**config.mk**
```make
export PLATFORM = sky130hd
export DESIGN_NAME = srctl_top
export DESIGN_NICKNAME = d
export VERILOG_FILES = /design/src/core/srctl_pkg.sv /design/src/core/srctl_top.sv
export SDC_FILE = /design/constraint.sdc
export NUM_CORES = 1
export LEC_CHECK = 0
export BUFFER_PORTS_ARGS = -buffer_cell sky130_fd_sc_hd__buf_2
export CORE_ASPECT_RATIO = 1.4
export CORE_MARGIN = 2
export CORE_UTILIZATION = 45
export DETAILED_ROUTE_END_ITERATION = 6
export MAX_ROUTING_LAYER = met4
export PLACE_DENSITY = 0.66
export SLEW_MARGIN = 20
export SYNTH_ARGS = -nofsm -noshare
export SYNTH_HDL_FRONTEND = slang
export SYNTH_SLANG_ARGS = --single-unit
```
**constraint.sdc**
```tcl
create_clock -name ref_clk_i -period 1.45 [get_ports ref_clk_i]
set_input_delay 0 -clock ref_clk_i [delete_from_list [all_inputs] [get_ports ref_clk_i]]
set_output_delay 0 -clock ref_clk_i [all_outputs]
set_load 0.02 [all_outputs]
```
**src/core/srctl_pkg.sv**
```systemverilog
// Shared types and constants of the system reset controller
package srctl_pkg;

  // Reset sources, packed in cause-flag order: bit 3 down to bit 0
  typedef struct packed {
    logic wdt;
    logic droop;
    logic pin;
    logic por;
  } srctl_src_t;

  localparam int FLAG_WDT   = 3;
  localparam int FLAG_DROOP = 2;
  localparam int FLAG_PIN   = 1;
  localparam int FLAG_POR   = 0;

  // Fuse encoding of the supply droop detector mode
  typedef enum logic [1:0] {
    DM_RSVD    = 2'h0,
    DM_SAMPLED = 2'h1,
    DM_CONT    = 2'h2,
    DM_OFF     = 2'h3
  } srctl_dmode_t;

  // Internal reset sequence, Gray coded along run, hold, stretch
  typedef enum logic [1:0] {
    ST_RUN     = 2'h0,
    ST_HOLD    = 2'h1,
    ST_STRETCH = 2'h3
  } srctl_state_t;

  // Live status word, read at ADDR_LIVE
  typedef struct packed {
    logic [1:0]   zero;
    srctl_dmode_t mode;
    logic         forced_cont;
    logic         ref_en;
    logic         det_en;
    logic         core_reset;
  } srctl_live_t;

  localparam logic [1:0] ADDR_CAUSE = 2'h0;
  localparam logic [1:0] ADDR_ISTAT = 2'h1;
  localparam logic [1:0] ADDR_IMASK = 2'h2;
  localparam logic [1:0] ADDR_LIVE  = 2'h3;

  localparam logic [3:0] CAUSE_RST    = 4'h0;
  localparam logic [3:0] CAUSE_POR    = 4'h1;
  localparam logic [3:0] ISTAT_RST    = 4'h0;
  localparam logic [3:0] IMASK_RST    = 4'h0;
  localparam logic [3:0] SYNC_RST     = 4'h0;

  localparam int STRETCH_CYC_DEF = 64;
  localparam int PIN_MIN_CYC_DEF = 8;
  localparam int DROOP_CYC_DEF   = 16;

endpackage : srctl_pkg

```
**src/core/srctl_top.sv**
```systemverilog
// System reset controller: reset sources, stretch, droop modes, reference
//
// Implementation choices: the plain strobed port and the register addresses.
`timescale 1ns/1ps
module srctl_top #(
  parameter int STRETCH_CYC = srctl_pkg::STRETCH_CYC_DEF,
  parameter int PIN_MIN_CYC = srctl_pkg::PIN_MIN_CYC_DEF,
  parameter int DROOP_CYC   = srctl_pkg::DROOP_CYC_DEF
) (
  input  wire logic       ref_clk_i,
  input  wire logic       rst_i,
  input  wire logic       por_low_i,
  input  wire logic       pin_n_i,
  input  wire logic       pin_func_en_i,
  input  wire logic       wdt_timeout_i,
  input  wire logic       wdt_en_i,
  input  wire logic       droop_low_i,
  input  wire logic       ulp_tick_i,
  input  wire logic [1:0] droop_mode_active_fuse_i,
  input  wire logic [1:0] droop_mode_sleep_fuse_i,
  input  wire logic       deep_sleep_i,
  input  wire logic       fuse_loaded_i,
  input  wire logic       comparator_ref_select_i,
  input  wire logic       adc_en_i,
  input  wire logic [1:0] addr_i,
  input  wire logic [7:0] wr_data_i,
  input  wire logic       wr_i,
  input  wire logic       rd_i,
  output logic      [7:0] rd_data_o,
  output logic            io_reset_o,
  output logic            core_reset_o,
  output logic            fetch_start_o,
  output logic            supply_droop_detector_en_o,
  output logic            ref_en_o,
  output logic            irq_o
);
  import srctl_pkg::*;

  localparam int SW = $clog2(STRETCH_CYC);
  localparam int PW = $clog2(PIN_MIN_CYC);
  localparam int DW = $clog2(DROOP_CYC);
  localparam logic [SW-1:0] CNT_LAST   = SW'(STRETCH_CYC - 1);
  localparam logic [PW-1:0] PIN_LAST   = PW'(PIN_MIN_CYC - 1);
  localparam logic [DW-1:0] DROOP_LAST = DW'(DROOP_CYC - 1);

  if (STRETCH_CYC < 2 || PIN_MIN_CYC < 2 || DROOP_CYC < 2) begin : g_chk
    $error("srctl_top: filter and stretch lengths must be at least 2");
  end

  logic [3:0]      sync1;
  logic [3:0]      sync2;
  logic [3:0]      sync3;
  logic [3:0]      lvl;
  logic            tick_q;
  srctl_state_t    st;
  logic [SW-1:0]   cnt;
  logic            por_phase;
  logic [PW-1:0]   pin_cnt;
  logic            pin_req;
  logic [DW-1:0]   droop_cnt;
  logic            droop_req;
  logic            forced_cont;
  logic            wdt_pulse;
  logic            core_q;
  srctl_src_t      src;
  srctl_src_t      src_q;
  srctl_src_t      ev;
  logic            any_src;
  logic            pin_lo;
  logic            droop_lo;
  logic            tick_fall;
  logic            samp_now;
  logic            droop_on;
  srctl_dmode_t    fuse_mode;
  srctl_dmode_t    eff_mode;
  logic [3:0]      cause;
  logic [3:0]      istat;
  logic [3:0]      imask;
  logic [3:0]      next_cause;
  logic [3:0]      next_istat;
  srctl_live_t     live;

  // Async pin-facing path: no clock is needed to park the ports
  assign io_reset_o = por_low_i | (pin_func_en_i & ~pin_n_i) |
                      (wdt_timeout_i & wdt_en_i) |
                      (droop_low_i & droop_on) | core_reset_o;

  // Three-stage sync; level changes once stages two and three agree
  always_ff @(posedge ref_clk_i) begin
    if (rst_i) begin
      sync1 <= SYNC_RST;
      sync2 <= SYNC_RST;
      sync3 <= SYNC_RST;
      lvl   <= SYNC_RST;
    end else begin
      sync1 <= {ulp_tick_i, droop_low_i, ~pin_n_i, por_low_i};
      sync2 <= sync1;
      sync3 <= sync2;
      lvl   <= (sync2 & sync3) | (lvl & (sync2 | sync3));
    end
  end

  assign pin_lo    = lvl[1] & pin_func_en_i;
  assign droop_lo  = lvl[2];
  assign tick_fall = tick_q & ~lvl[3];

  // Mode from fuses; reserved code treated as continuous, the safe side
  assign fuse_mode = srctl_dmode_t'(deep_sleep_i ? droop_mode_sleep_fuse_i
                                    : droop_mode_active_fuse_i);
  always_comb begin
    if (forced_cont || fuse_mode == DM_RSVD) begin
      eff_mode = DM_CONT;
    end else begin
      eff_mode = fuse_mode;
    end
  end
  assign droop_on = (eff_mode != DM_OFF);
  assign samp_now = (eff_mode == DM_SAMPLED) && tick_fall;

  assign src.por   = lvl[0];
  assign src.pin   = pin_req & ~por_phase;
  assign src.wdt   = wdt_pulse;
  assign src.droop = droop_req;
  assign any_src   = |src;
  assign ev        = src & ~src_q;

  always_ff @(posedge ref_clk_i) begin
    if (rst_i) begin
      tick_q    <= 1'b0;
      wdt_pulse <= 1'b0;
      src_q     <= '0;
      core_q    <= 1'b1;
    end else begin
      tick_q    <= lvl[3];
      wdt_pulse <= wdt_timeout_i & wdt_en_i;
      src_q     <= src;
      core_q    <= core_reset_o;
    end
  end

  // Pin filter: shorter pulses never reach the source
  always_ff @(posedge ref_clk_i) begin
    if (rst_i) begin
      pin_cnt <= '0;
      pin_req <= 1'b0;
    end else if (!pin_lo) begin
      pin_cnt <= '0;
      pin_req <= 1'b0;
    end else if (pin_cnt == PIN_LAST) begin
      pin_req <= 1'b1;
    end else begin
      pin_cnt <= pin_cnt + 1'b1;
    end
  end

  // Droop detection: continuous filter, or one look per falling tick edge
  always_ff @(posedge ref_clk_i) begin
    if (rst_i) begin
      droop_cnt <= '0;
      droop_req <= 1'b0;
    end else begin
      if (eff_mode == DM_CONT && droop_lo) begin
        if (droop_cnt != DROOP_LAST) begin
          droop_cnt <= droop_cnt + 1'b1;
        end
      end else begin
        droop_cnt <= '0;
      end
      if (!droop_lo || eff_mode == DM_OFF) begin
        droop_req <= 1'b0;
      end
      if (eff_mode == DM_CONT && droop_lo && droop_cnt == DROOP_LAST) begin
        droop_req <= 1'b1;
      end
      if (samp_now && droop_lo) begin
        droop_req <= 1'b1;
      end
    end
  end

  // Forced continuous mode; held until reset ends, the request drops and fuses load
  always_ff @(posedge ref_clk_i) begin
    if (rst_i) begin
      forced_cont <= 1'b0;
    end else if (samp_now && droop_lo) begin
      forced_cont <= 1'b1;
    end else if (!core_reset_o && !droop_req && fuse_loaded_i) begin
      forced_cont <= 1'b0;
    end
  end

  // Detector power: settling before the sample edge is the analog side's
  always_ff @(posedge ref_clk_i) begin
    if (rst_i) begin
      supply_droop_detector_en_o <= 1'b0;
      ref_en_o                   <= 1'b0;
    end else begin
      supply_droop_detector_en_o <= (eff_mode == DM_CONT) ||
                                    samp_now;
      ref_en_o <= droop_on | comparator_ref_select_i | adc_en_i;
    end
  end

  // Internal reset sequence and stretch counter
  always_ff @(posedge ref_clk_i) begin
    if (rst_i) begin
      st  <= ST_HOLD;
      cnt <= '0;
    end else begin
      case (st)
        ST_RUN: begin
          if (any_src) begin
            st <= ST_HOLD;
          end
        end
        ST_HOLD: begin
          cnt <= '0;
          if (!any_src) begin
            st <= ST_STRETCH;
          end
        end
        ST_STRETCH: begin
          if (any_src) begin
            st <= ST_HOLD;
          end else if (cnt == CNT_LAST) begin
            cnt <= '0;
            if (!(por_phase && pin_lo)) begin
              st <= ST_RUN;
            end
          end else begin
            cnt <= cnt + 1'b1;
          end
        end
        default: begin
          st <= ST_HOLD;
        end
      endcase
    end
  end

  // Power-on start-up count window, pin is masked within it
  always_ff @(posedge ref_clk_i) begin
    if (rst_i) begin
      por_phase <= 1'b1;
    end else if (src.por) begin
      por_phase <= 1'b1;
    end else if (st == ST_STRETCH && cnt == CNT_LAST) begin
      por_phase <= 1'b0;
    end
  end

  assign core_reset_o = (st != ST_RUN);

  always_ff @(posedge ref_clk_i) begin
    if (rst_i) begin
      fetch_start_o <= 1'b0;
    end else begin
      fetch_start_o <= core_q & ~core_reset_o;
    end
  end

  // Cause flags: zero write clears, new events win, power-on wipes others
  always_comb begin
    next_cause = cause;
    if (wr_i && addr_i == ADDR_CAUSE) begin
      next_cause = next_cause & wr_data_i[3:0];
    end
    next_cause = next_cause | ev;
    if (ev.por) begin
      next_cause = CAUSE_POR;
    end
  end

  always_comb begin
    next_istat = istat;
    if (wr_i && addr_i == ADDR_ISTAT) begin
      next_istat = next_istat & ~wr_data_i[3:0];
    end
    next_istat = next_istat | ev;
  end

  always_ff @(posedge ref_clk_i) begin
    if (rst_i) begin
      cause <= CAUSE_RST;
      istat <= ISTAT_RST;
      imask <= IMASK_RST;
    end else begin
      cause <= next_cause;
      istat <= next_istat;
      if (wr_i && addr_i == ADDR_IMASK) begin
        imask <= wr_data_i[3:0];
      end
    end
  end

  assign irq_o = |(istat & imask);

  assign live = '{zero: 2'h0, mode: eff_mode, forced_cont: forced_cont,
                  ref_en: ref_en_o, det_en: supply_droop_detector_en_o,
                  core_reset: core_reset_o};

  always_ff @(posedge ref_clk_i) begin
    if (rst_i || !rd_i) begin
      rd_data_o <= 8'h00;
    end else begin
      case (addr_i)
        ADDR_CAUSE: rd_data_o <= {4'h0, cause};
        ADDR_ISTAT: rd_data_o <= {4'h0, istat};
        ADDR_IMASK: rd_data_o <= {4'h0, imask};
        ADDR_LIVE:  rd_data_o <= live;
        default:    rd_data_o <= 8'h00;
      endcase
    end
  end
endmodule : srctl_top

```
==> results of run 1 <==
layout make-up:
type | count | area [um2] | share of cell area (%)
inverter | 5 | 18.77 | 0.6014
multi-input combinational | 180 | 1174 | 37.61
timing repair buffer | 61 | 400.4 | 12.83
sequential | 63 | 1269 | 40.66
tap | 66 | 82.58 | 2.646
clock buffer | 15 | 176.4 | 5.654
through the flow:
step	instances	cell area (um2)	util [%]
finish	390	3120	60.04
global route	390	3120	60.04
detailed placement	359	2724	52.41
CTS	387	3033	58.35
global placement	359	2724	52.41
floorplan	257	2437	-
worst min-delay path by stage:
stage	start	to	slack, ps
floorplan	pin_n_i	sync1[1]$_SDFF_PP0_	70
global placement	pin_n_i	sync1[1]$_SDFF_PP0_	170
detailed placement	pin_n_i	sync1[1]$_SDFF_PP0_	170
CTS	fuse_loaded_i	forced_cont$_SDFFE_PP0P_	1
global route	addr_i[1]	rd_data_o[0]$_SDFF_PP0_	30
finish	fuse_loaded_i	forced_cont$_SDFFE_PP0P_	6
repair_timing:
| action | CTS | global route |
|---|---|---|
| resized for setup | 1 | 16 |
| endpoints found under the setup margin | 1 | 7 |
| hold buffers | 13 | 0 |
| pin swaps | 0 | 5 |
| hold endpoints to repair | 16 | 0 |
| setup buffers | 0 | 3 |
power by group through the flow:
| stage | logic, uW | registers, uW | clock network (uW) |
|---|---|---|---|
| final | 234 | 1790 | 1360 |
| after global routing | 257 | 1790 | 1460 |
| after CTS | 221 | 1790 | 1390 |
| after detailed placement | 194 | 1820 | 0 |
| after global placement | 192 | 1820 | 0 |
| after floorplan | 110 | 1830 | 0 |
worst max-delay path, delay by kind of cell (launching register included):
| kind | cells | cell delay, ps |
|---|---|---|
| DFF | 1 | 370 |
| adders and majority gates | 1 | 140 |
| AOI/OAI and AO/OA | 1 | 170 |
| and+or+nand+nor | 3 | 620 |
logic make-up after synthesis:
family / Yosys count
mux: 12
flops: 63
xor+xnor: 2
fa+ha+maj: 4
other cells: 1
buf+inv: 14
compound gates: 47
simple gates: 113
cell usage in the layout, fill, tap and decap left out, types with 3 or more instances in the layout:
| cell | n |
|---|---|
| or3_1 | 3 |
| mux4_2 | 3 |
| nand3b_1 | 5 |
| nand2_1 | 24 |
| o21ai_0 | 11 |
| nand3_1 | 7 |
| dfxtp_2 | 3 |
| nor3_1 | 3 |
| clkbuf_1 | 3 |
| a21o_1 | 3 |
| mux2i_1 | 8 |
| a31oi_1 | 4 |
| nand2b_1 | 6 |
| a21oi_1 | 15 |
| nor2_1 | 25 |
| ha_1 | 3 |
| buf_4 | 12 |
| nor2b_1 | 19 |
| dlygate4sd3_1 | 13 |
| inv_1 | 5 |
| clkbuf_8 | 12 |
| dfxtp_1 | 59 |
| buf_2 | 36 |
metal layers:
metal,part of all wire [%],track usage (%),vias to the layer above
li1,-,-,1018
met1,42,18.95,922
met2,51,29.92,51
met3,4.2,3.841,12
met4,2.4,9.694,0
met5,0,-,-
==> summary.txt, run 1 <==
Detailed routing
  – Vias per cell: 5.136
  – DRC errors left: 0
  – Drt total wl: 5105 um
  – Initial DRT Pass Iterations: 5
  – WL/cell: 13.09 um
  – Routed vias: 2003
  – ANT nets after route: 0
  – Initial DRC Count: 70

Pwr
  – Cell Pwr Density: 1083 mW/mm2
  – Net Sw Frac: 21.92%
  – Worst VDD drop: 0.9033 mV
  – Combinational power share: 6.9%
  – Sw Pwr: 740.5 uW
  – Cell internal pwr: 2637 uW
  – PnR Total Power: 3378 uW
  – Register share of total power: 52.9%
  – Clk pwr share: 40.2%
  – Leakage: 0.001287 uW

Synth
  – Post-synth EDFFs: 0
  – Xor/xnor share of the synthesized area: 0.7198%
  – Top cells by area, synth: dfxtp_1 (52%), nor2b_1 (4.9%), nand2_1 (3.9%)
  – Post-Synth Simple-Gate Area: 24.42%
  – Most frequent cell after synthesis: dfxtp_1
  – Async set or reset register ratio after synthesis: 0%
  – Mapped Cells: 256
  – Share of the synthesized area in the top cell type: 51.83%
  – Synth Area in Adders: 2.057%
  – Post-synthesis mux area share: 6.530%
  – Main synth FF type: dfxtp_1
  – Dominant cell type by area after synthesis: dfxtp_1
  – Synth warn: 0
  – Synthesized flop and latch total: 63
  – Mapped cell area: 0.002434 mm2
  – Top cells by count, synth: dfxtp_1 (63), nand2_1 (25), nor2_1 (25)
  – Post-synthesis sequential area ratio: 51.83%
  – Largest family of logic cells by synthesized area: simple AND/OR/NAND/NOR gates
  – Syn avg cell area: 9.506 um2
  – Synth Area in Compound Gates: 11.72%
  – Unique cell type count in the Yosys netlist: 47

Setup path
  – Worst R2R End: por_phase$_SDFFE_PP1P_
  – CP arrival: 1630 ps
  – CP cell instances: ha_4, and4_4, nand2_2, o21a_1, or3_1
  – End point of the critical path: por_phase$_SDFFE_PP1P_
  – WS Path Type: reg2reg
  – Slowest-stage cell, CP: dfxtp_4
  – Slowest stage delay, CP: 370 ps
  – CP Launch Type: flip-flop
  – Critical Path RT: 1660 ps
  – Endpoint type of the worst setup path: flip-flop
  – Worst reg2reg path depth: 5
  – R2R Setup Slk: 30 ps
  – Crit path from: cnt[1]$_SDFFE_PP0P_
  – Critical path peak fanout: 4
  – Worst r2r src: cnt[1]$_SDFFE_PP0P_

Die
  – Num ports: 43
  – Row count: 31
  – Die ar.: 0.006020 mm2
  – Core region area: 0.005197 mm2
  – Die Wd: 66.15 um
  – Die Y: 91.01 um
  – Starting Density: 46.82%

Global route
  – Number of global-route vias before repair: 1814
  – Grt total ovfl: 0
  – Largest net degree at the start of global routing: 26
  – Initial antenna violation count: 0
  – GRT Util Overall: 17.79%
  – Global-route wire length before repair: 7914 um

Clocking
  – Clock Pin Slew Worst Setup and Hold Paths: 60 ps
  – Total clock buffers created by CTS: 9
  – Root Buffer: clkbuf_8
  – Clk Latency, worst-skew pair: 330 ps
  – Clock tree buffer depth: 2
  – CTS tree: built
  – Htree depth: 3
  – Clock sink count: 63

Placed design
  – Place WS: -10.72 ps
  – Hpwl dp: 3589 um
  – Routability congestion estimate: 0.8618
  – Port bufs: 36

Cells and area
  – Largest regs: cnt: 6 flops, rd_data_o: 6 flops
  – Fillers: 457
  – Layout area overhead: 28.23%
  – Ant diodes: 0
  – Final net count: 353
  – Ratio of cells with drive above 1 in the final layout: 25.31%

STA
  – Period utilization: 97.89%
  – Endpoints failing setup: 0
  – Final Skew: 6.097 ps
  – Hold WS: 6.481 ps
  – Setup_tns: 0 ps
  – Max frequency: 704.5 MHz
  – Fin. Hold Viols: 0
  – Tmin final: 1419 ps
  – Slew Viols, Final: 0
  – Fin worst setup slack: 30.55 ps

Worst hold path
  – Worst Hold Depth: 4
  – Hold Crit Class: in2reg

Outcome
  – Status: completed

Flow run
  – Maxcap violations: 0
No activity file was read; power rests on OpenSTA's default activity.
==> run 2: changes to the inputs <==
Settings changed: MAX_ROUTING_LAYER met4 to default.
==> run 2 against run 1 <==
Net effect: non-clock buffer count is the same; sequential share of layout area grew 0.28 points; via count down 0.35%; worst hold slack barely moved; first-iteration DRC count unchanged; worst setup slack better by 11 ps; flip-flop and latch count is the same; highest routed layer unchanged.
==> summary.txt, run 2 (same netlist as run 1, synthesis figures left out) <==
STA
  – Period utilization: 97.15%
  – Tmin final: 1409 ps
  – Slew Viols, Final: 0
  – Setup repair after global routing missed its margin: yes
  – Fin. Hold Viols: 0
  – Hold WS: 6.172 ps
  – Endpoints failing setup: 0
  – Setup_tns: 0 ps
  – Max frequency: 709.9 MHz
  – Final Skew: 6.076 ps

Die
  – Die ar.: 0.006020 mm2
  – Starting Density: 46.82%
  – Row count: 31
  – Num ports: 43
  – Die Y: 91.01 um
  – Die Wd: 66.15 um
  – Core region area: 0.005197 mm2

Clocking
  – Total clock buffers created by CTS: 9
  – Clk Latency, worst-skew pair: 330 ps
  – Clock Pin Slew Worst Setup and Hold Paths: 60 ps
  – Root Buffer: clkbuf_8
  – Clock tree buffer depth: 2
  – Clock sink count: 63
  – Htree depth: 3
  – CTS tree: built

Global route
  – Number of global-route vias before repair: 1817
  – Largest net degree at the start of global routing: 26
  – Global-route wire length before repair: 7914 um
  – GRT Util Overall: 17.30%
  – Initial antenna violation count: 0
  – Grt total ovfl: 0

Detailed routing
  – Routed vias: 1996
  – Initial DRC Count: 70
  – WL/cell: 12.74 um
  – DRC errors left: 0
  – Initial DRT Pass Iterations: 4
  – Vias per cell: 5.118
  – ANT nets after route: 0
  – Drt total wl: 4970 um

Setup path
  – Levels on crit path: 5
  – WS Path Type: reg2reg
  – Worst reg2reg path depth: 5
  – Critical Path RT: 1660 ps
  – Endpoint type of the worst setup path: flip-flop
  – CP Launch Type: flip-flop
  – Critical path buffers and inverters: 0
  – Critical path's top delay family: simple AND/OR/NAND/NOR gates
  – Slowest stage delay, CP: 370 ps
  – CP arrival: 1620 ps
  – Critical path peak fanout: 4
  – Slowest-stage cell, CP: dfxtp_2
  – CP cell instances: ha_4, and4_4, nand2_1, o21a_1, or3_1

Cells and area
  – Most frequent cells in the layout: dfxtp_1 (59), buf_2 (36), nor2_1 (25), nand2_1 (25), nor2b_1 (19)
  – Fin util: 59.51%
  – Final net count: 353
  – Ratio of cells with drive above 1 in the final layout: 24.38%
  – Ant diodes: 0
  – Most common cell after layout, fill and taps aside: dfxtp_1
  – Layout area overhead: 27.10%
  – Design Area, Final: 0.003093 mm2
  – Largest regs: cnt: 6 flops, rd_data_o: 6 flops

Placed design
  – Placed Area: 0.002724 mm2
  – Port bufs: 36
  – Hpwl dp: 3589 um
  – Routability congestion estimate: 0.8484

Flow run
  – Maxcap violations: 0

Worst hold path
  – Worst Hold Depth: 4
  – Hold Crit Class: in2reg

Pwr
  – Leakage: 0.001282 uW
  – Cell Pwr Density: 1092 mW/mm2
  – Worst VDD drop: 0.9037 mV

Outcome
  – Status: completed
## run 2: area by class of cell
type	count	area, um2
fill	466	2105
sequential	63	1266
inverter	5	18.77
timing repair buffer	61	400.4
multi-input combinational	180	1149
tap	66	82.58
clock buffer	15	176.4
## run 2: report_power, final
part	internal (uW)	leakage [uW]	switching, uW	total, uW
logic	117	0.000679	114	231
clock network	754	0.0000898	605	1360
registers	1770	0.000513	20.6	1790
## run 2: repair_timing
| item | in CTS | in global routing |
|---|---|---|
| resized for setup | 1 | 11 |
| hold buffers | 13 | 0 |
| buffers inserted | 0 | 3 |
| hold endpoints to repair | 16 | 0 |
| pin swaps | 0 | 3 |
| setup endpoints to repair | 1 | 7 |
## run 2: worst register-to-register path, delay by kind of cell (launching register included)
family          cells  cell delay, ps
simple gates        3             600
flops               1             370
compound gates      1             180
fa+ha+maj           1             140
## run 2: worst paths after layout
path	slack, ps	endpoint	from
hold / removal	6	forced_cont$_SDFFE_PP0P_	fuse_loaded_i
hold reg to reg	410	fetch_start_o$_SDFF_PP0_	core_q$_SDFF_PP1_
setup / recovery	40	por_phase$_SDFFE_PP1P_	cnt[1]$_SDFFE_PP0P_
setup reg to reg	40	por_phase$_SDFFE_PP1P_	cnt[1]$_SDFFE_PP0P_
## run 2: per-layer routing
| layer | global-route usage (%) | wire length (um) | vias to the layer above |
|---|---|---|---|
| met5 | 0 | 0 | - |
| met2 | 29.92 | 2557 | 42 |
| met4 | 9.694 | 123 | 0 |
| met1 | 18.87 | 2075 | 929 |
| met3 | 3.841 | 214 | 11 |
| li1 | - | - | 1014 |
## run 2: metrics by stage
step | power (uW) | setup slack, ps | std cells
CTS | 3394 | 5.939 | 387
detailed placement | 2018 | -10.72 | 359
global route | 3502 | -46.02 | 390
global placement | 2015 | 42.88 | 359
finish | 3377 | 41.30 | 390
floorplan | 1937 | 90.16 | 257
